--- src/rtl/spc_pkg.sv ---
package spc_pkg;

  localparam logic [31:0] SPC_BASE_ADDR   = 32'h0003ff00;
  localparam logic [3:0]  SPC_CPU_SPACE   = 4'h7;
  localparam logic [11:0] SPC_OFF_CONFIG  = 12'h000;
  localparam logic [11:0] SPC_OFF_PROTECT = 12'h004;
  localparam logic [11:0] SPC_OFF_RSTAT   = 12'h008;
  localparam int          SPC_WIN_LSB     = 12;

  localparam logic [19:0] SPC_BASE_RST    = 20'hfffff;
  localparam logic [15:0] SPC_CONFIG_RST  = 16'h0000;
  localparam logic [7:0]  SPC_PROTECT_RST = 8'h00;

  // Protection control field positions
  localparam int SPC_P_BME  = 7;
  localparam int SPC_P_TSEL = 4;
  localparam int SPC_P_DOUBLE_FAULT_RESET_ENABLE = 3;

  // Config field positions
  localparam int SPC_C_IARB  = 0;
  localparam int SPC_C_BUSY  = 6;
  localparam int SPC_C_HALT  = 7;
  localparam int SPC_C_AVEC  = 8;
  localparam int SPC_C_SUPV  = 15;
  localparam int SPC_C_CSF   = 16;
  localparam int SPC_C_SHOW  = 17;
  localparam int SPC_C_FRZ   = 19;

  // Timeout limits in clocks, selected by tsel 0..3
  localparam logic [6:0] SPC_TMO_64 = 7'h40;
  localparam logic [6:0] SPC_TMO_32 = 7'h20;
  localparam logic [6:0] SPC_TMO_16 = 7'h10;
  localparam logic [6:0] SPC_TMO_8  = 7'h08;

  // Reset status bit positions
  localparam int SPC_R_EXT  = 0;
  localparam int SPC_R_POW  = 1;
  localparam int SPC_R_WDG  = 2;
  localparam int SPC_R_DBF  = 3;
  localparam int SPC_R_LOC  = 4;
  localparam int SPC_R_INS  = 5;

  typedef struct packed {
    logic       freeze_stop;
    logic [1:0] show_mode;
    logic       cs_function;
    logic       supv_only;
    logic [6:0] autovector;
    logic [3:0] iarb;
  } spc_cfg_t;

  typedef struct packed {
    logic ext_pin;
    logic power_up;
    logic watchdog;
    logic loss_clock;
    logic reset_instr;
  } spc_rsrc_t;

endpackage

--- src/rtl/spc_top.sv ---
// Added by the designer: the APB interface to the registers and the placing of the registers.
`timescale 1ns/1ns
// What this block does
// - Config, protection and reset status registers decode inside one relocatable 4-Kbyte window
// - Window upper address comes from base bits 31 to 12
// - Base register answers only at fixed address 0003FF00
// - Config register mixes writable bits with read-only status bits
// - Config selects freeze, show cycles, chip selects, privilege, arbitration, autovector
// - Reset status records the source of the latest reset
// - Monitor times every internal access, external ones when enabled
// - Four selectable timeout limits for internal and external accesses
// - Timeout raises internal bus error only, external line stays undriven
// - Disabling the monitor affects only external cycles
// - Core halt indication triggers a system reset
// - Double-fault reset response can be switched off
// - Timeout limits span 8 to 64 clocks
// - Monitor-enable bit turns on external cycle monitoring
// - Double-fault enable bit gates the monitor reset
// - Double-fault flag set when latest reset came from monitor
module spc_top
  import spc_pkg::*;
(
  // Clock and reset
  input  wire logic        pclk,
  input  wire logic        presetn,
  // APB slave
  input  wire logic        psel,
  input  wire logic        penable,
  input  wire logic        pwrite,
  input  wire logic [31:0] paddr,
  input  wire logic [31:0] pwdata,
  input  wire logic [3:0]  function_code_lines,
  output logic      [31:0] prdata,
  output logic             pready,
  output logic             pslverr,
  // Core bus cycle to monitor
  input  wire logic        cyc_start,
  input  wire logic        cyc_external,
  input  wire logic        cyc_done,
  input  wire logic        core_halt,
  output logic             bus_err_int,
  output logic             bus_error_line_o,
  output logic             bus_error_line_oe,
  // Reset sources and request
  input  wire spc_rsrc_t   rst_src,
  output logic             sys_reset_req,
  // Configuration out
  output spc_cfg_t         cfg
);

  logic [19:0] window_base_bits;
  logic [7:0]  protect;
  logic [5:0]  rstat;
  logic        cyc_active;
  logic [6:0]  cyc_cnt;
  logic        halt_seen;

  // Address decode
  wire         setup      = psel & ~penable & ~pready;
  wire         wr_go      = psel & penable & pready & pwrite;
  wire         hit_base   = (paddr == SPC_BASE_ADDR) &&
                            (function_code_lines == SPC_CPU_SPACE);
  wire         in_window  = (paddr[31:SPC_WIN_LSB] ==
                             window_base_bits) && !hit_base;
  wire [11:0]  off        = paddr[11:0];
  wire         hit_cfg    = in_window && (off == SPC_OFF_CONFIG);
  wire         hit_prot   = in_window && (off == SPC_OFF_PROTECT);
  wire         hit_rst    = in_window && (off == SPC_OFF_RSTAT);
  wire         hit_any    = hit_base | hit_cfg | hit_prot | hit_rst;

  // Configuration word with live status bits inserted
  wire [31:0]  cfg_word   = {12'h000,
                             cfg.freeze_stop, cfg.show_mode,
                             cfg.cs_function, cfg.supv_only,
                             cfg.autovector,
                             halt_seen, cyc_active, 2'h0,
                             cfg.iarb};
  wire [31:0]  rd_mux     = hit_base ? {window_base_bits, 12'h000} :
                            hit_cfg  ? cfg_word :
                            hit_prot ? {24'h000000, protect} :
                            hit_rst  ? {26'h0000000, rstat} :
                                       32'h00000000;

  // Zero wait state APB: ready in every access phase
  always_ff @(posedge pclk or negedge presetn) begin
    if (!presetn) begin
      pready  <= 1'b0;
      pslverr <= 1'b0;
      prdata  <= 32'h00000000;
    end else begin
      pready  <= setup;
      pslverr <= setup & ~hit_any;
      prdata  <= (setup & ~pwrite) ? rd_mux : 32'h00000000;
    end
  end

  // Writable registers
  always_ff @(posedge pclk or negedge presetn) begin
    if (!presetn) begin
      window_base_bits <= SPC_BASE_RST;
      protect          <= SPC_PROTECT_RST;
      cfg              <= SPC_CONFIG_RST;
    end else if (wr_go) begin
      if (hit_base)
        window_base_bits <= pwdata[31:SPC_WIN_LSB];
      if (hit_prot)
        protect <= pwdata[7:0];
      if (hit_cfg) begin
        cfg.iarb        <= pwdata[SPC_C_IARB +: 4];
        cfg.autovector  <= pwdata[SPC_C_AVEC +: 7];
        cfg.supv_only   <= pwdata[SPC_C_SUPV];
        cfg.cs_function <= pwdata[SPC_C_CSF];
        cfg.show_mode   <= pwdata[SPC_C_SHOW +: 2];
        cfg.freeze_stop <= pwdata[SPC_C_FRZ];
      end
    end
  end

  // Bus monitor
  wire         external_monitor_enable        = protect[SPC_P_BME];
  wire [1:0]   tsel       = protect[SPC_P_TSEL +: 2];
  wire         double_fault_reset_enable       = protect[SPC_P_DOUBLE_FAULT_RESET_ENABLE];
  wire [6:0]   limit      = (tsel == 2'h0) ? SPC_TMO_64 :
                            (tsel == 2'h1) ? SPC_TMO_32 :
                            (tsel == 2'h2) ? SPC_TMO_16 :
                                             SPC_TMO_8;
  logic        cyc_ext_q;
  wire         monitored  = !cyc_ext_q || external_monitor_enable;
  wire         timeout    = cyc_active && monitored && !cyc_done &&
                            (cyc_cnt == limit);

  always_ff @(posedge pclk or negedge presetn) begin
    if (!presetn) begin
      cyc_active <= 1'b0;
      cyc_ext_q  <= 1'b0;
      cyc_cnt    <= 7'h00;
    end else if (cyc_start) begin
      cyc_active <= 1'b1;
      cyc_ext_q  <= cyc_external;
      cyc_cnt    <= 7'h01;
    end else if (cyc_active) begin
      if (cyc_done || timeout)
        cyc_active <= 1'b0;
      else if (cyc_cnt != limit)
        cyc_cnt <= cyc_cnt + 7'h01;
    end
  end

  // Error stays internal; the shared line is never driven
  always_ff @(posedge pclk or negedge presetn) begin
    if (!presetn) begin
      bus_err_int       <= 1'b0;
      bus_error_line_o  <= 1'b0;
      bus_error_line_oe <= 1'b0;
    end else begin
      bus_err_int       <= timeout;
      bus_error_line_o  <= 1'b0;
      bus_error_line_oe <= 1'b0;
    end
  end

  // Double fault monitor; request holds until the system reset lands
  always_ff @(posedge pclk or negedge presetn) begin
    if (!presetn) begin
      sys_reset_req <= 1'b0;
      halt_seen     <= 1'b0;
    end else begin
      if (core_halt && double_fault_reset_enable)
        sys_reset_req <= 1'b1;
      if (core_halt)
        halt_seen <= 1'b1;
    end
  end

  // Reset status must survive the reset it records, so presetn does
  // not touch it; a power-up pulse gives it a defined start value.
  wire [5:0]   next_rstat =
    rst_src.power_up    ? 6'h01 << SPC_R_POW :
    sys_reset_req       ? 6'h01 << SPC_R_DBF :
    rst_src.watchdog    ? 6'h01 << SPC_R_WDG :
    rst_src.loss_clock  ? 6'h01 << SPC_R_LOC :
    rst_src.ext_pin     ? 6'h01 << SPC_R_EXT :
                          6'h01 << SPC_R_INS;
  wire         any_src    = rst_src.power_up | sys_reset_req |
                            rst_src.watchdog | rst_src.loss_clock |
                            rst_src.ext_pin | rst_src.reset_instr;

  always_ff @(posedge pclk) begin
    if (any_src)
      rstat <= next_rstat;
  end

  // Bus monitor checks
  AST_TIMEOUT_ERR: assert property (
    @(posedge pclk) disable iff (!presetn)
    timeout |=> bus_err_int)
    else $error("timeout did not raise internal error");

  AST_NO_EXT_DRIVE: assert property (
    @(posedge pclk) disable iff (!presetn)
    !bus_error_line_oe)
    else $error("external bus error line driven");

  // Internal cycles are timed whatever the enable bit says
  AST_INT_ALWAYS: assert property (
    @(posedge pclk) disable iff (!presetn)
    (cyc_start && !cyc_external && protect[SPC_P_TSEL +: 2] == 2'h3
     && !wr_go) ##1 (!cyc_done && !cyc_start)[*8] |=> bus_err_int)
    else $error("internal cycle not timed at 8 clocks");

  AST_EXT_OFF: assert property (
    @(posedge pclk) disable iff (!presetn)
    (cyc_active && cyc_ext_q && !external_monitor_enable) |-> !timeout)
    else $error("external cycle timed while monitor off");

  AST_NO_EARLY: assert property (
    @(posedge pclk) disable iff (!presetn)
    bus_err_int |-> $past(cyc_cnt) == $past(limit))
    else $error("timeout fired at wrong count");

  AST_LIMIT_RANGE: assert property (
    @(posedge pclk) disable iff (!presetn)
    limit >= SPC_TMO_8 && limit <= SPC_TMO_64)
    else $error("limit outside 8 to 64");

  AST_DONE_STOPS: assert property (
    @(posedge pclk) disable iff (!presetn)
    (cyc_active && cyc_done && !cyc_start) |=> !cyc_active && !bus_err_int)
    else $error("acknowledge did not stop monitor");

  AST_CYC_RESTART: assert property (
    @(posedge pclk) disable iff (!presetn)
    cyc_start |=> cyc_active && cyc_cnt == 7'h01)
    else $error("new cycle did not restart the counter");

  // Double fault checks
  AST_DBF_RESET: assert property (
    @(posedge pclk) disable iff (!presetn)
    (core_halt && double_fault_reset_enable) |=> sys_reset_req)
    else $error("double fault gave no reset");

  AST_DBF_OFF: assert property (
    @(posedge pclk) disable iff (!presetn)
    (!sys_reset_req && !(core_halt && double_fault_reset_enable)) |=> !sys_reset_req)
    else $error("reset without enabled double fault");

  // No disable here: the flag must hold across the reset it records
  AST_DBF_FLAG: assert property (
    @(posedge pclk)
    (sys_reset_req && !rst_src.power_up) |=> rstat[SPC_R_DBF])
    else $error("double fault flag not recorded");

  AST_HALT_SEEN: assert property (
    @(posedge pclk) disable iff (!presetn)
    core_halt |=> halt_seen)
    else $error("halt status bit not set");

  // Register bus checks
  AST_BASE_SPACE: assert property (
    @(posedge pclk) disable iff (!presetn)
    (wr_go && paddr == SPC_BASE_ADDR && function_code_lines != SPC_CPU_SPACE)
    |=> $stable(window_base_bits))
    else $error("base register written outside cpu space");

  AST_BASE_WRITE: assert property (
    @(posedge pclk) disable iff (!presetn)
    (wr_go && hit_base) |=>
    {window_base_bits, 12'h000} == ($past(pwdata) & 32'hfffff000))
    else $error("base register did not take written bits");

  AST_RO_STATUS: assert property (
    @(posedge pclk) disable iff (!presetn)
    (setup && !pwrite && hit_cfg) |=>
    prdata[SPC_C_BUSY] == $past(cyc_active))
    else $error("status bit not shown in config read");

  AST_APB_READY: assert property (
    @(posedge pclk) disable iff (!presetn)
    setup |=> pready)
    else $error("no ready in access phase");

  // Refused accesses answer with an error and zero data
  AST_SLVERR: assert property (
    @(posedge pclk) disable iff (!presetn)
    (setup && !hit_any) |=> pslverr && prdata == 32'h00000000)
    else $error("unmapped access not refused");

  // Main scenarios reached
  COV_TIMEOUT: cover property (@(posedge pclk) disable iff (!presetn)
    bus_err_int);
  COV_ACK: cover property (@(posedge pclk) disable iff (!presetn)
    cyc_active && cyc_done);
  COV_DBF: cover property (@(posedge pclk) disable iff (!presetn)
    sys_reset_req);
  COV_SLVERR: cover property (@(posedge pclk) disable iff (!presetn)
    pslverr);
  COV_EXT_TIMEOUT: cover property (@(posedge pclk) disable iff (!presetn)
    timeout && cyc_ext_q);

endmodule // spc_top

--- config.mk ---
export PLATFORM = sky130hd
export DESIGN_NAME = spc_top
export DESIGN_NICKNAME = d
export VERILOG_FILES = /design/src/rtl/spc_pkg.sv /design/src/rtl/spc_top.sv
export SDC_FILE = /design/constraint.sdc
export NUM_CORES = 1
export LEC_CHECK = 0
export ABC_AREA = 1
export BUFFER_PORTS_ARGS = -buffer_cell sky130_fd_sc_hd__buf_2
export CORE_AREA = 4 4 102 104
export CTS_BUF_LIST = sky130_fd_sc_hd__clkbuf_16
export DETAILED_ROUTE_END_ITERATION = 8
export DIE_AREA = 0 0 106 108
export PLACE_DENSITY = 0.87
export REMOVE_ABC_BUFFERS = 1
export SLEW_MARGIN = 20
export SYNTH_ARGS = -nofsm -noshare
export SYNTH_HDL_FRONTEND = slang
export SYNTH_SLANG_ARGS = --single-unit
--- constraint.sdc ---
create_clock -name pclk -period 2.5 [get_ports pclk]
set_input_delay 0.625 -clock pclk [delete_from_list [all_inputs] [get_ports pclk]]
set_output_delay 0.625 -clock pclk [all_outputs]
set_load 0.05 [all_outputs]
# ---- Yosys cells after proc, flatten, opt, wreduce, memory -nomap -nowiden
# Cells that the tools add are included.
dict set report word_totals {
  in_bits 82
  regBits 96
  out_inout_bits 54
}
dict set report op_classes {
  bitwise_logic 19
  addsub 1
  n_reduce_logical 25
  mux 19
  n_eq_ne 10
}
# operator n
set op_table {}
lappend op_table {{$mux W32} 2}
lappend op_table {{$mux W7} 5}
lappend op_table {{$eq A32 B18 Y1 const B} 1}
lappend op_table {{$eq A20 B20 Y1} 1}
lappend op_table {{$mux W20} 1}
lappend op_table {{$mux W6} 3}
lappend op_table {{$eq A12 B3 Y1 const B} 1}
lappend op_table {{$eq A12 B4 Y1 const B} 1}
lappend op_table {{$logic_not A12 Y1} 1}
lappend op_table {{$mux W5} 2}
lappend op_table {{$logic_and A1 B1 Y1} 9}
lappend op_table {{$mux W4} 2}
lappend op_table {{$mux W8} 1}
lappend op_table {{$or A1 B1 Y1} 8}
lappend op_table {{$add A7 B1 Y7 const B} 1}
lappend op_table {{$and A1 B1 Y1} 7}
lappend op_table {{$eq A7 B7 Y1} 1}
lappend op_table {{$ne A7 B7 Y1} 1}
lappend op_table {{$reduce_and A2 Y1} 3}
lappend op_table {{$eq A4 B3 Y1 const B} 1}
lappend op_table {{$not A1 Y1} 4}
lappend op_table {{$reduce_bool A2 Y1} 2}
lappend op_table {{$reduce_or A4 Y1} 1}
lappend op_table {{$logic_not A1 Y1} 3}
lappend op_table {{9 further kinds} 12}

# ---- Depth between registers and ports, before layout
# Gate-level depths: netlist of run 1.
dict set report depth {
  ltp_word 10
  ltp_mapped 14
  depth_no_buf 13
}

# ---- Worst setup path before layout of run 1
# Ideal clock, no wire load.
dict set report synth_timing {
  path_type {input port to flip-flop}
  from {input paddr[28]}
  to {register window_base_bits[10]}
  path_slack_ps 609
  stages 7
  setup_ps 76
  arrival_time_ps 1815
  path_cell_list {nor2_2 > nand4_1 > nor4_4 > nand3b_4 > buf_6 > nand2_1 > o21ai_2}
}
dict set report synth_via {
  elab_chain_cells 3
}
# element line_no
set synth_rtl {}
lappend synth_rtl {{start: declaration} spc_top.sv:30} ;# input wire logic [31:0] paddr,
lappend synth_rtl {{$eq A32 B18 Y1} spc_top.sv:61} ;# wire hit_base = (paddr == SPC_BASE_ADDR) &&
lappend synth_rtl {{$logic_and A1 B1 Y1} spc_top.sv:61}
lappend synth_rtl {{$reduce_and A2 Y1 (no line)} -}
lappend synth_rtl {{end signal: assignment} spc_top.sv:105} ;# window_base_bits <= pwdata[31:SPC_WIN_LSB];
lappend synth_rtl {{end: declaration} spc_top.sv:51} ;# logic [19:0] window_base_bits;
# No other way between the ends.
# A chain may end at the register's enable or synchronous reset.

# ---- Worst setup path after layout of run 1
dict set report layout_timing {
  from {register window_base_bits[16]}
  to {register protect[5]}
}
dict set report layout_via {
  elab_chain_cells 4
}
# element line_no
set layout_rtl {}
lappend layout_rtl {{$eq A20 B20 Y1} spc_top.sv:63} ;# wire in_window = (paddr[31:SPC_WIN_LSB] ==
lappend layout_rtl {{$logic_and A1 B1 Y1} spc_top.sv:64} ;# window_base_bits) && !hit_base;
lappend layout_rtl {{$logic_and A1 B1 Y1} spc_top.sv:67} ;# wire hit_prot = in_window && (off == SPC_OFF_PROTECT);
lappend layout_rtl {{$reduce_and A2 Y1 (no line)} -}
lappend layout_rtl {{end signal: assignment} spc_top.sv:107} ;# protect <= pwdata[7:0];
lappend layout_rtl {{end: declaration} spc_top.sv:52} ;# logic [7:0] protect;
# No other way between the ends.

==> results of run 1 <==
## logic make-up after synthesis
kind of cell	count (synthesis)	share of synthesized area (%)
buf+inv	123	10.7
fa+ha+maj	2	0.509
flops	96	50.0
compound gates	64	8.09
simple gates	316	29.4
other cells	1	0.0763
xor+xnor	7	1.25
## flip-flops by register name (all words and copies together), names as in the netlist
register          cells
bus_err_int           1
cfg                  16
cyc_active            1
cyc_cnt               7
cyc_ext_q             1
halt_seen             1
prdata               32
pready                1
protect               8
pslverr               1
rstat                 6
sys_reset_req         1
window_base_bits     20
## worst paths after layout
| kind | from | to | slack [ps] |
|---|---|---|---|
| worst max-delay path | window_base_bits[16]$_DFFE_PN1P_ | protect[5]$_DFFE_PN0P_ | 390 |
| worst min-delay path | presetn | prdata[21]$_DFF_PN0_ | 330 |
| worst max register to register | window_base_bits[16]$_DFFE_PN1P_ | protect[5]$_DFFE_PN0P_ | 390 |
| worst min register to register | halt_seen$_DFFE_PN0P_ | halt_seen$_DFFE_PN0P_ | 480 |
| max in group asynchronous | presetn | window_base_bits[4]$_DFFE_PN1P_ | 1800 |
| min in group pclk | halt_seen$_DFFE_PN0P_ | halt_seen$_DFFE_PN0P_ | 480 |
## routing by layer
metal | global-route usage (%) | up-vias
met5 | 0 | -
met1 | 28.9 | 2053
li1 | - | 2176
met2 | 36.7 | 171
met4 | 9.07 | 0
met3 | 4.06 | 26
## power breakdown
group          switching (mW)  internal [mW]  total (mW)
clock network           0.585          0.775        1.36
registers              0.0110           1.58        1.59
logic                   0.155         0.0883       0.243
total                   0.750           2.44        3.19
## synthesized netlist by cell type
cell type  count
a21oi_1       15
buf_2          3
buf_4          6
buf_6          5
clkbuf_1       4
clkbuf_2       1
clkinv_1       3
conb_1         1
dfrtp_1       70
dfstp_2       20
edfxtp_1       6
ha_1           2
inv_1        100
inv_2          1
nand2_1      161
nand2_2        3
nand2_4        1
nand3_1       52
nand3b_4       1
nand4_1       11
nor2_1        51
nor2_2         3
nor2_4         2
nor3_1        15
nor3_2        10
nor3b_1        1
nor4_1         1
nor4_4         1
o211ai_1       1
o21ai_0       24
o21ai_1        4
o21ai_2       20
or2_2          3
xnor2_1        3
xor2_1         4
## layout make-up
class | instances | share of cell area [%]
Multi-Input combinational cell | 391 | 32.2
Inverter | 104 | 6.48
Tap cell | 133 | 2.76
Timing Repair Buffer | 144 | 12.9
Clock inverter | 7 | 1.18
Clock buffer | 9 | 3.74
Sequential cell | 96 | 40.8
## through the flow
step	worst slack [ps]	total power [mW]
CTS	440	3.22
global route	231	3.32
global placement	279	1.85
floorplan	183	1.72
finish	391	3.19
detailed placement	256	1.86
==> impl_metrics.csv, run 1 <==
group,metric,value,unit
layout,final_cell_area,0.00602,mm2
floorplan,rows,36,
floorplan,start_util,51.5,%
logic_synthesis,synth_cell_types,35,
layout,syn2layout_area_growth,22.5,%
floorplan,die-area,0.0114,mm2
grt,grt_pass1_wl,20100,um
layout,layout_common_cells,"nand2_1, buf_2, inv_1",
setup_path,critPathLaunchType,"flop",
clocking,htreeDepth,3,
flow_run,drv_cap,0,
setup_path,worstPathCellList,"inv_1 > nand2_1 > nand2_1 > nor2_1 > nand2_1 > nor2_1 > nand2_1 > nor2_4 > nand2_2 > nor2_2 > nand2_1 > o21ai_1",
power_and_ir_drop,p_per_area,530,mW/mm2
layout,ff_latch_area,0.00246,mm2
setup_path,cpMaxStageDelayCell,"dfstp_2",
grt,grt_pass1_vias,4187,
sta,slew_violations,0,
power_and_ir_drop,leakage,3.23,nW
setup_path,worstSetupEndpointType,"flop",
layout,instances_no_fill,884,
route,vias,4426,
route,route.top_layer_used,"met4",
clocking,cts_tree,"built",
placement,finalWeightedCongestion,0.863,
floorplan,coreArea,0.00955,mm2
layout,drive_gt1_share,29.8,%
logic_synthesis,ys_ff_latch,96,
hold_path,hp-class,"in -> async",
setup_path,max_stage_delay,540,ps
sta,hold_violations,0,
floorplan,ioPinCount,136,
sta,finalSetupViolCount,0,
setup_path,worst-path-buf-inv,1,
setup_path,path_max_fanout,10,
clocking,cts_made_buffers,9,
floorplan,die_width,106,um
grt,grt_max_degree,91,
clocking,clockBufferDepth,2,
layout,fill_cells,836,
placement,dp_cells,868,
setup_path,r2r_cells,12,
floorplan,die_y,108,um
placement,place.port_buffers,133,
clocking,cts_num_sinks,96,
route,drtIter0Drc,364,
route,drt-total-wl,12500,um
logic_synthesis,synth_area_leaders,"dfrtp_1, nand2_1, dfstp_2",
placement,dpl.hpwl,8980,um
logic_synthesis,yosysSeqAreaShare,50.0,%
sta,setup_tns,0,ps
logic_synthesis,netlist_area,0.00492,mm2
outcome,status,"complete, no violations",
setup_path,crit_top_cell,"nand2_1",
logic_synthesis,ys_warn_count,0,
layout,final_core_util,63.1,%
clocking,path_clk_slew,70,ps
grt,grt_usage,22.1,%
clocking,cts_resized,0,
sta,holdWs,331,ps
layout,layout_commonest_cell,"nand2_1",
route,met3_length,798,um
sta,grt_setup_unrepaired,"false",
route,met1Wirelength,5350,um
layout,nNetsFinal,830,
clocking,cts_setup_buffers,0,
sta,slew-limit-headroom,64.6,%
route,wl_met2,5990,um
clocking,cts_hold_buf,0,
route,drc,0,
route,first_pass_iters,5,
setup_path,worstPathArrival,2380,ps
sta,tightestPinTransition,527,ps
logic_synthesis,synth_top_area_share,35.6,%
grt,grt_overflow,0,
power_and_ir_drop,peakVddDrop,289,uV
logic_synthesis,synth_top_cell_by_area,"dfrtp_1",
setup_path,critPathKind,"reg -> reg",
setup_path,worst-path-stages,12,
clocking,clock_latency,340,ps
logic_synthesis,avgSynthCellArea,8.07,um2
sta,fin_skew,9.59,ps
layout,multi_input_area,0.00194,mm2
route,drtAntennaViolNets,0,
clocking,cts_root_buf,"clkbuf_16",
sta,max_freq,474,MHz
grt,antenna_found_initial,0,
sta,period_share,84.4,%
sta,fin_crit,2110,ps
layout,n_antenna_cell,0,
logic_synthesis,syn_inst,609,
route,detail_route.vias_per_cell,5.01,
setup_path,crit_family,"simple AND/OR/NAND/NOR gates",
route,avgRoutedWirePerCell,14.2,um
placement,placed_cell_area,0.00573,mm2
setup_path,cp.required,2770,ps
Power figures use the tool's default switching activity.
==> run 2, diff against run 1 <==
--- a/config.mk
+++ b/config.mk
@@ -5,13 +5,13 @@
 export SDC_FILE = /design/constraint.sdc
 export NUM_CORES = 1
 export LEC_CHECK = 0
-export ABC_AREA = 1
+export ABC_AREA = 0
 export BUFFER_PORTS_ARGS = -buffer_cell sky130_fd_sc_hd__buf_2
-export CORE_AREA = 4 4 102 104
+export CORE_AREA = 4 4 97 99
 export CTS_BUF_LIST = sky130_fd_sc_hd__clkbuf_16
 export DETAILED_ROUTE_END_ITERATION = 8
-export DIE_AREA = 0 0 106 108
-export PLACE_DENSITY = 0.87
+export DIE_AREA = 0 0 101 103
+export PLACE_DENSITY = 0.85
 export REMOVE_ABC_BUFFERS = 1
 export SLEW_MARGIN = 20
 export SYNTH_ARGS = -nofsm -noshare
==> constraint.sdc (replaced) <==
create_clock -name pclk -period 2.2 [get_ports pclk]
set_input_delay 0.55 -clock pclk [delete_from_list [all_inputs] [get_ports pclk]]
set_output_delay 0.55 -clock pclk [all_outputs]
set_load 0.05 [all_outputs]
==> impl_metrics.csv, run 2 <==
group,metric,value,unit
outcome,status,"finished with violations",
outcome,violations,"setup timing",
floorplan,ioPinCount,136,
setup_path,worstPathArrival,2490,ps
floorplan,rows,34,
clocking,cts_tree,"built",
logic_synthesis,synth_edf_count,6,
floorplan,die-area,0.0104,mm2
setup_path,rrSetupSlack,0,ps
placement,dpl.hpwl,8060,um
placement,post-place-ws,-356,ps
logic_synthesis,avgSynthCellArea,13.1,um2
logic_synthesis,syn_inst,317,
power_and_ir_drop,leakage,2.93,nW
route,drt-total-wl,10500,um
layout,largest_reg_flops,32,
layout,top_regs,"prdata (32), window_base_bits (20), cfg (16)",
logic_synthesis,yosysSeqAreaShare,59.1,%
sta,hold_violations,0,
layout,drive_gt1_share,54.0,%
floorplan,coreArea,0.00855,mm2
sta,fin_skew,8.35,ps
sta,grt_setup_unrepaired,"true",
placement,finalWeightedCongestion,0.895,
layout,largest-register,"prdata",
setup_path,cp.required,2410,ps
setup_path,critPathKind,"in -> reg",
route,avgRoutedWirePerCell,17.5,um
logic_synthesis,synthTopCellsByCount,"dfrtp_1, mux2_2, nor2_1, xor2_1, dfstp_2",
logic_synthesis,synth_area_leaders,"dfrtp_1, dfstp_2, mux2_2",
power_and_ir_drop,p_per_area,627,mW/mm2
setup_path,critPathLaunchType,"input pin",
logic_synthesis,synth_top_cell_by_area,"dfrtp_1",
clocking,cts_made_buffers,9,
clocking,clock_latency,330,ps
clocking,htreeDepth,3,
sta,slew_violations,0,
logic_synthesis,synth_top_area_share,42.1,%
layout,syn2layout_area_growth,34.6,%
hold_path,hp-class,"in -> async",
layout,ff_latch_area,0.00246,mm2
grt,grt_overflow,0,
logic_synthesis,synth_cell_types,46,
grt,grt_pass1_vias,3286,
floorplan,die_y,103,um
sta,worst_slack,-76.3,ps
route,drc,0,
placement,place.port_buffers,133,
clocking,cts_root_buf,"clkbuf_16",
sta,fin_crit,2280,ps
floorplan,start_util,48.6,%
logic_synthesis,synthFlopType,"dfrtp_1",
power_and_ir_drop,peakVddDrop,503,uV
logic_synthesis,ys_ff_latch,96,
clocking,clockBufferDepth,2,
sta,finalSetupViolCount,23,
placement,dp_cells,582,
grt,grt_usage,20.1,%
clocking,path_clk_slew,60,ps
logic_synthesis,netlist_area,0.00416,mm2
route,wl_met2,5630,um
clocking,cts_num_sinks,96,
layout,multi_input_area,0.00168,mm2
logic_synthesis,yosysMostFrequentCell,"dfrtp_1",
layout,n_antenna_cell,0,
sta,period_share,103,%
clocking,cts_hold_buf,0,
grt,grt_pass1_wl,16200,um
sta,slew-limit-headroom,62.5,%
route,met1Wirelength,4260,um
grt,grt_max_degree,40,
setup_path,r2r-end,"cfg[9]$_DFFE_PN0P_",
route,detail_route.vias_per_cell,5.18,
layout,final_core_util,65.5,%
route,first_pass_iters,5,
layout,layout_common_cells,"buf_2, dfrtp_1, mux2_2, buf_4, nor2_1",
setup_path,worstSetupEndpointType,"flop",
route,drtIter0Drc,111,
logic_synthesis,ys_warn_count,0,
setup_path,path_max_fanout,7,
logic_synthesis,async_reset_ff_share,93.8,%
route,met3_length,371,um
sta,max_freq,439,MHz
setup_path,r2r_cells,6,
grt,antenna_found_initial,0,
route,drtAntennaViolNets,0,
layout,nNetsFinal,572,
route,route.top_layer_used,"met4",
layout,instances_no_fill,601,
sta,tightestPinTransition,559,ps
layout,layout_commonest_cell,"buf_2",
layout,fill_cells,649,
flow_run,drv_cap,0,
floorplan,die_width,101,um
route,vias,3116,
setup_path,r2r_start,"window_base_bits[4]$_DFFE_PN1P_",
-- run 2: cell types whose count changed in the layout (fill, tap and decap cells not counted), moves of 20 or more --
cell	previous run	this run
nand3_1	52	3
buf_4	10	34
nor2_1	51	23
o21ai_0	24	3
inv_1	101	10
nand2_1	161	5
o21ai_2	20	0
mux2_2	0	34
-- run 2: power breakdown --
group          internal [mW]  switching [mW]
combinational          0.110           0.133
sequential              1.80          0.0100
clock                  0.857           0.604
-- run 2: per-layer routing --
metal	up-vias	GRT usage [%]
li1	1464	-
met1	1554	24.0
met2	80	36.5
met3	18	2.77
met4	0	8.28
met5	-	0
-- run 2: worst max-delay path by stage --
| stage | start | to | cells past startpoint |
|---|---|---|---|
| floorplan | paddr[18] | window_base_bits[0]$_DFFE_PN1P_ | 5 |
| global placement | paddr[18] | window_base_bits[0]$_DFFE_PN1P_ | 7 |
| detailed placement | paddr[5] | cfg[7]$_DFFE_PN0P_ | 7 |
| CTS | paddr[5] | cfg[13]$_DFFE_PN0P_ | 7 |
| global route | paddr[5] | cfg[9]$_DFFE_PN0P_ | 7 |
| finish | paddr[5] | cfg[9]$_DFFE_PN0P_ | 7 |
-- run 2: metrics by stage --
stage                     setup TNS [ps]  power (mW)  hold WS, ps  cell area, um2
final                               -981        3.51          170            5600
after global routing               -5760        3.65          191            5600
after CTS                           -178        3.54          170            5500
after detailed placement          -23780        2.08          499            5180
after global placement            -21380        2.07          457            5180
after floorplan                   -34080        1.90          254            4070
-- run 2: cell families (layout without fill, tap and decap cells) --
family / count (synthesis) / after routing / share of synthesized area [%]
and+or+nand+nor: 101 / 101 / 14.1
DFF: 96 / 96 / 59.1
muxes: 51 / 51 / 14.5
xor gates and xnor gates: 24 / 24 / 5.06
AOI/OAI and AO/OA: 23 / 23 / 3.97
buffers and inverters: 19 / 194 / 2.59
adders and majority gates: 2 / 2 / 0.602
other: 1 / 2 / 0.0902
-- run 2: final cells by class --
cell class              instances  area share (%)
flip-flops and latches         96            43.9
multi-input cells             203            30.0
repair buffers                173            18.4
clock buffers                   9            4.02
well taps                     108            2.41
clock inverters                 7           0.939
inverters                       5           0.335
-- run 2: critical path, stage by stage --
cell     delay, ps
buf_2          110
nor4_2         260
nand2_1        140
or4_4          510
or3_4          450
buf_8          170
mux2_4         290
-- run 2: timing repair --
action / in CTS / in global routing
resized for setup: 6 / 16
endpoints found under the setup margin: 36 / 72
pin swaps: 7 / 8
setup buffers: 2 / 1
endpoints found under the hold margin: 0 / 0
gates cloned: 0 / 1
==> run 3, diff against run 2 <==
--- a/config.mk
+++ b/config.mk
@@ -8,11 +8,11 @@
 export ABC_AREA = 0
 export BUFFER_PORTS_ARGS = -buffer_cell sky130_fd_sc_hd__buf_2
 export CORE_AREA = 4 4 97 99
-export CTS_BUF_LIST = sky130_fd_sc_hd__clkbuf_16
 export DETAILED_ROUTE_END_ITERATION = 8
 export DIE_AREA = 0 0 101 103
 export PLACE_DENSITY = 0.85
 export REMOVE_ABC_BUFFERS = 1
+export SKIP_LAST_GASP = 1
 export SLEW_MARGIN = 20
 export SYNTH_ARGS = -nofsm -noshare
 export SYNTH_HDL_FRONTEND = slang
==> impl_metrics.csv, run 3 (same netlist as run 2, synthesis figures left out) <==
group,metric,value,unit
floorplan,ioPinCount,136,
layout,final_cell_area,0.00550,mm2
sta,fin_crit,2270,ps
clocking,clockBufferDepth,2,
sta,finalSetupViolCount,19,
route,drc,0,
clocking,htreeDepth,3,
layout,top_regs,"prdata (32), window_base_bits (20), cfg (16)",
route,first_pass_iters,5,
layout,final_core_util,64.4,%
placement,placed_cell_area,0.00518,mm2
sta,tightestPinTransition,552,ps
placement,finalWeightedCongestion,0.895,
layout,largest-register,"prdata",
sta,worst_slack,-69.0,ps
route,vias,3116,
placement,dpl.hpwl,8060,um
power_and_ir_drop,power_frac_seq,56.9,%
power_and_ir_drop,peakVddDrop,345,uV
power_and_ir_drop,leakage,2.87,nW
sta,slew_violations,0,
grt,grt_max_degree,40,
floorplan,die_width,101,um
layout,layout_common_cells,"buf_2, dfrtp_1, mux2_2, buf_4, nor2_1",
sta,grt_setup_unrepaired,"true",
setup_path,startpoint,"paddr[5]",
setup_path,critPathKind,"in -> reg",
placement,post-place-ws,-356,ps
grt,antenna_found_initial,0,
outcome,violations,"setup timing",
setup_path,cp.required,2440,ps
sta,holdWs,139,ps
route,drtAntennaViolNets,0,
floorplan,start_util,48.6,%
power_and_ir_drop,switching_share,22.2,%
route,drtIter0Drc,82,
sta,hold_violations,0,
clocking,cts_num_sinks,96,
setup_path,path_max_fanout,7,
outcome,status,"finished with violations",
floorplan,coreArea,0.00855,mm2
sta,period_share,103,%
layout,instances_no_fill,602,
route,avgRoutedWirePerCell,17.2,um
hold_path,hp-class,"in -> async",
power_and_ir_drop,switchingPower,0.705,mW
floorplan,die-area,0.0104,mm2
placement,dp_cells,582,
layout,drive_gt1_share,53.8,%
power_and_ir_drop,total_power,3.17,mW
layout,n_antenna_cell,0,
layout,layout_commonest_cell,"buf_2",
setup_path,r2r_cells,6,
setup_path,crit_end,"cfg[4]$_DFFE_PN0P_",
setup_path,critPathLaunchType,"input pin",
setup_path,r2r_start,"window_base_bits[16]$_DFFE_PN1P_",
flow_run,drv_cap,0,
route,detail_route.vias_per_cell,5.18,
clocking,cts_made_buffers,9,
layout,syn2layout_area_growth,32.4,%
sta,slew-limit-headroom,63.0,%
power_and_ir_drop,internal_power,2.47,mW
setup_path,worstSetupEndpointType,"flop",
placement,place.port_buffers,133,
layout,largest_reg_flops,32,
clocking,clock_latency,350,ps
power_and_ir_drop,p_per_area,576,mW/mm2
setup_path,r2r-end,"protect[2]$_DFFE_PN0P_",
sta,max_freq,441,MHz
sta,fin_skew,11.7,ps
setup_path,rrSetupSlack,-10,ps
power_and_ir_drop,clockPowerShare,35.5,%
clocking,cts_tree,"built",
route,drt-total-wl,10400,um
grt,grt_pass1_wl,15900,um
grt,grt_pass1_vias,3240,
clocking,cts_root_buf,"clkbuf_8",
layout,nNetsFinal,573,
power_and_ir_drop,combPwrFrac,7.6,%
clocking,path_clk_slew,90,ps
floorplan,rows,34,
floorplan,die_y,103,um
setup_path,worstPathArrival,2510,ps
layout,fill_cells,662,
grt,grt_overflow,0,
grt,grt_usage,19.8,%
sta,setup_tns,-861,ps
## run 3: cell types whose count changed in the layout (fill, tap and decap cells not counted), sizes merged
cell / previous run / this run
buf: 172 / 173
clkbuf: 10 / 16
inv: 10 / 5
clkinv: 1 / 0
## run 3: cell type report
cell class                 count  area [um2]  area share (%)
timing repair buffer         174        1040            18.9
inverter                       5        18.8           0.341
sequential                    96        2460            44.7
tap                          108         135            2.46
clock buffer                  15         156            2.84
clock inverter                 1        30.0           0.546
multi-input combinational    203        1660            30.2
## run 3: critical path, cell delays in order
cell	delay (ps)
buf_2	110
nor4_2	260
nand2_1	130
or4_1	530
or3_4	460
buf_8	170
mux2_4	290
## run 3: worst min path at each step
stage,startpoint,to,depth (start not counted)
2_1_floorplan,presetn,bus_err_int$_DFF_PN0_,0
3_3_place_gp,halt_seen$_DFFE_PN0P_,halt_seen$_DFFE_PN0P_,1
3_5_place_dp,halt_seen$_DFFE_PN0P_,halt_seen$_DFFE_PN0P_,1
4_1_cts,presetn,cfg[7]$_DFFE_PN0P_,1
5_1_grt,presetn,prdata[22]$_DFF_PN0_,1
6_report,presetn,prdata[23]$_DFF_PN0_,1
## run 3: layer usage
metal  track usage (%)  part of all wire (%)  up-vias
met5                 0                     0        -
met4              8.59                   3.0        0
met3              2.77                   3.6       28
met2              35.4                    53       93
met1              23.9                    41     1536
li1                  -                     -     1459
## run 3: power groups by stage
| stage | Clock [mW] | Combinational [mW] | Sequential [mW] |
|---|---|---|---|
| after floorplan | 0 | 0.0607 | 1.84 |
| after global placement | 0 | 0.233 | 1.84 |
| after detailed placement | 0 | 0.238 | 1.84 |
| after CTS | 1.15 | 0.239 | 1.80 |
| after global routing | 1.22 | 0.266 | 1.81 |
| final | 1.12 | 0.241 | 1.80 |
## run 3: timing repair
action / CTS / global route
endpoints found under the setup margin: 28 / 68
setup buffers: 2 / 2
pin swaps: 7 / 9
gates cloned: 0 / 1
hold endpoints to repair: 0 / 0
resized for setup: 6 / 14
hold buffers: 0 / 0
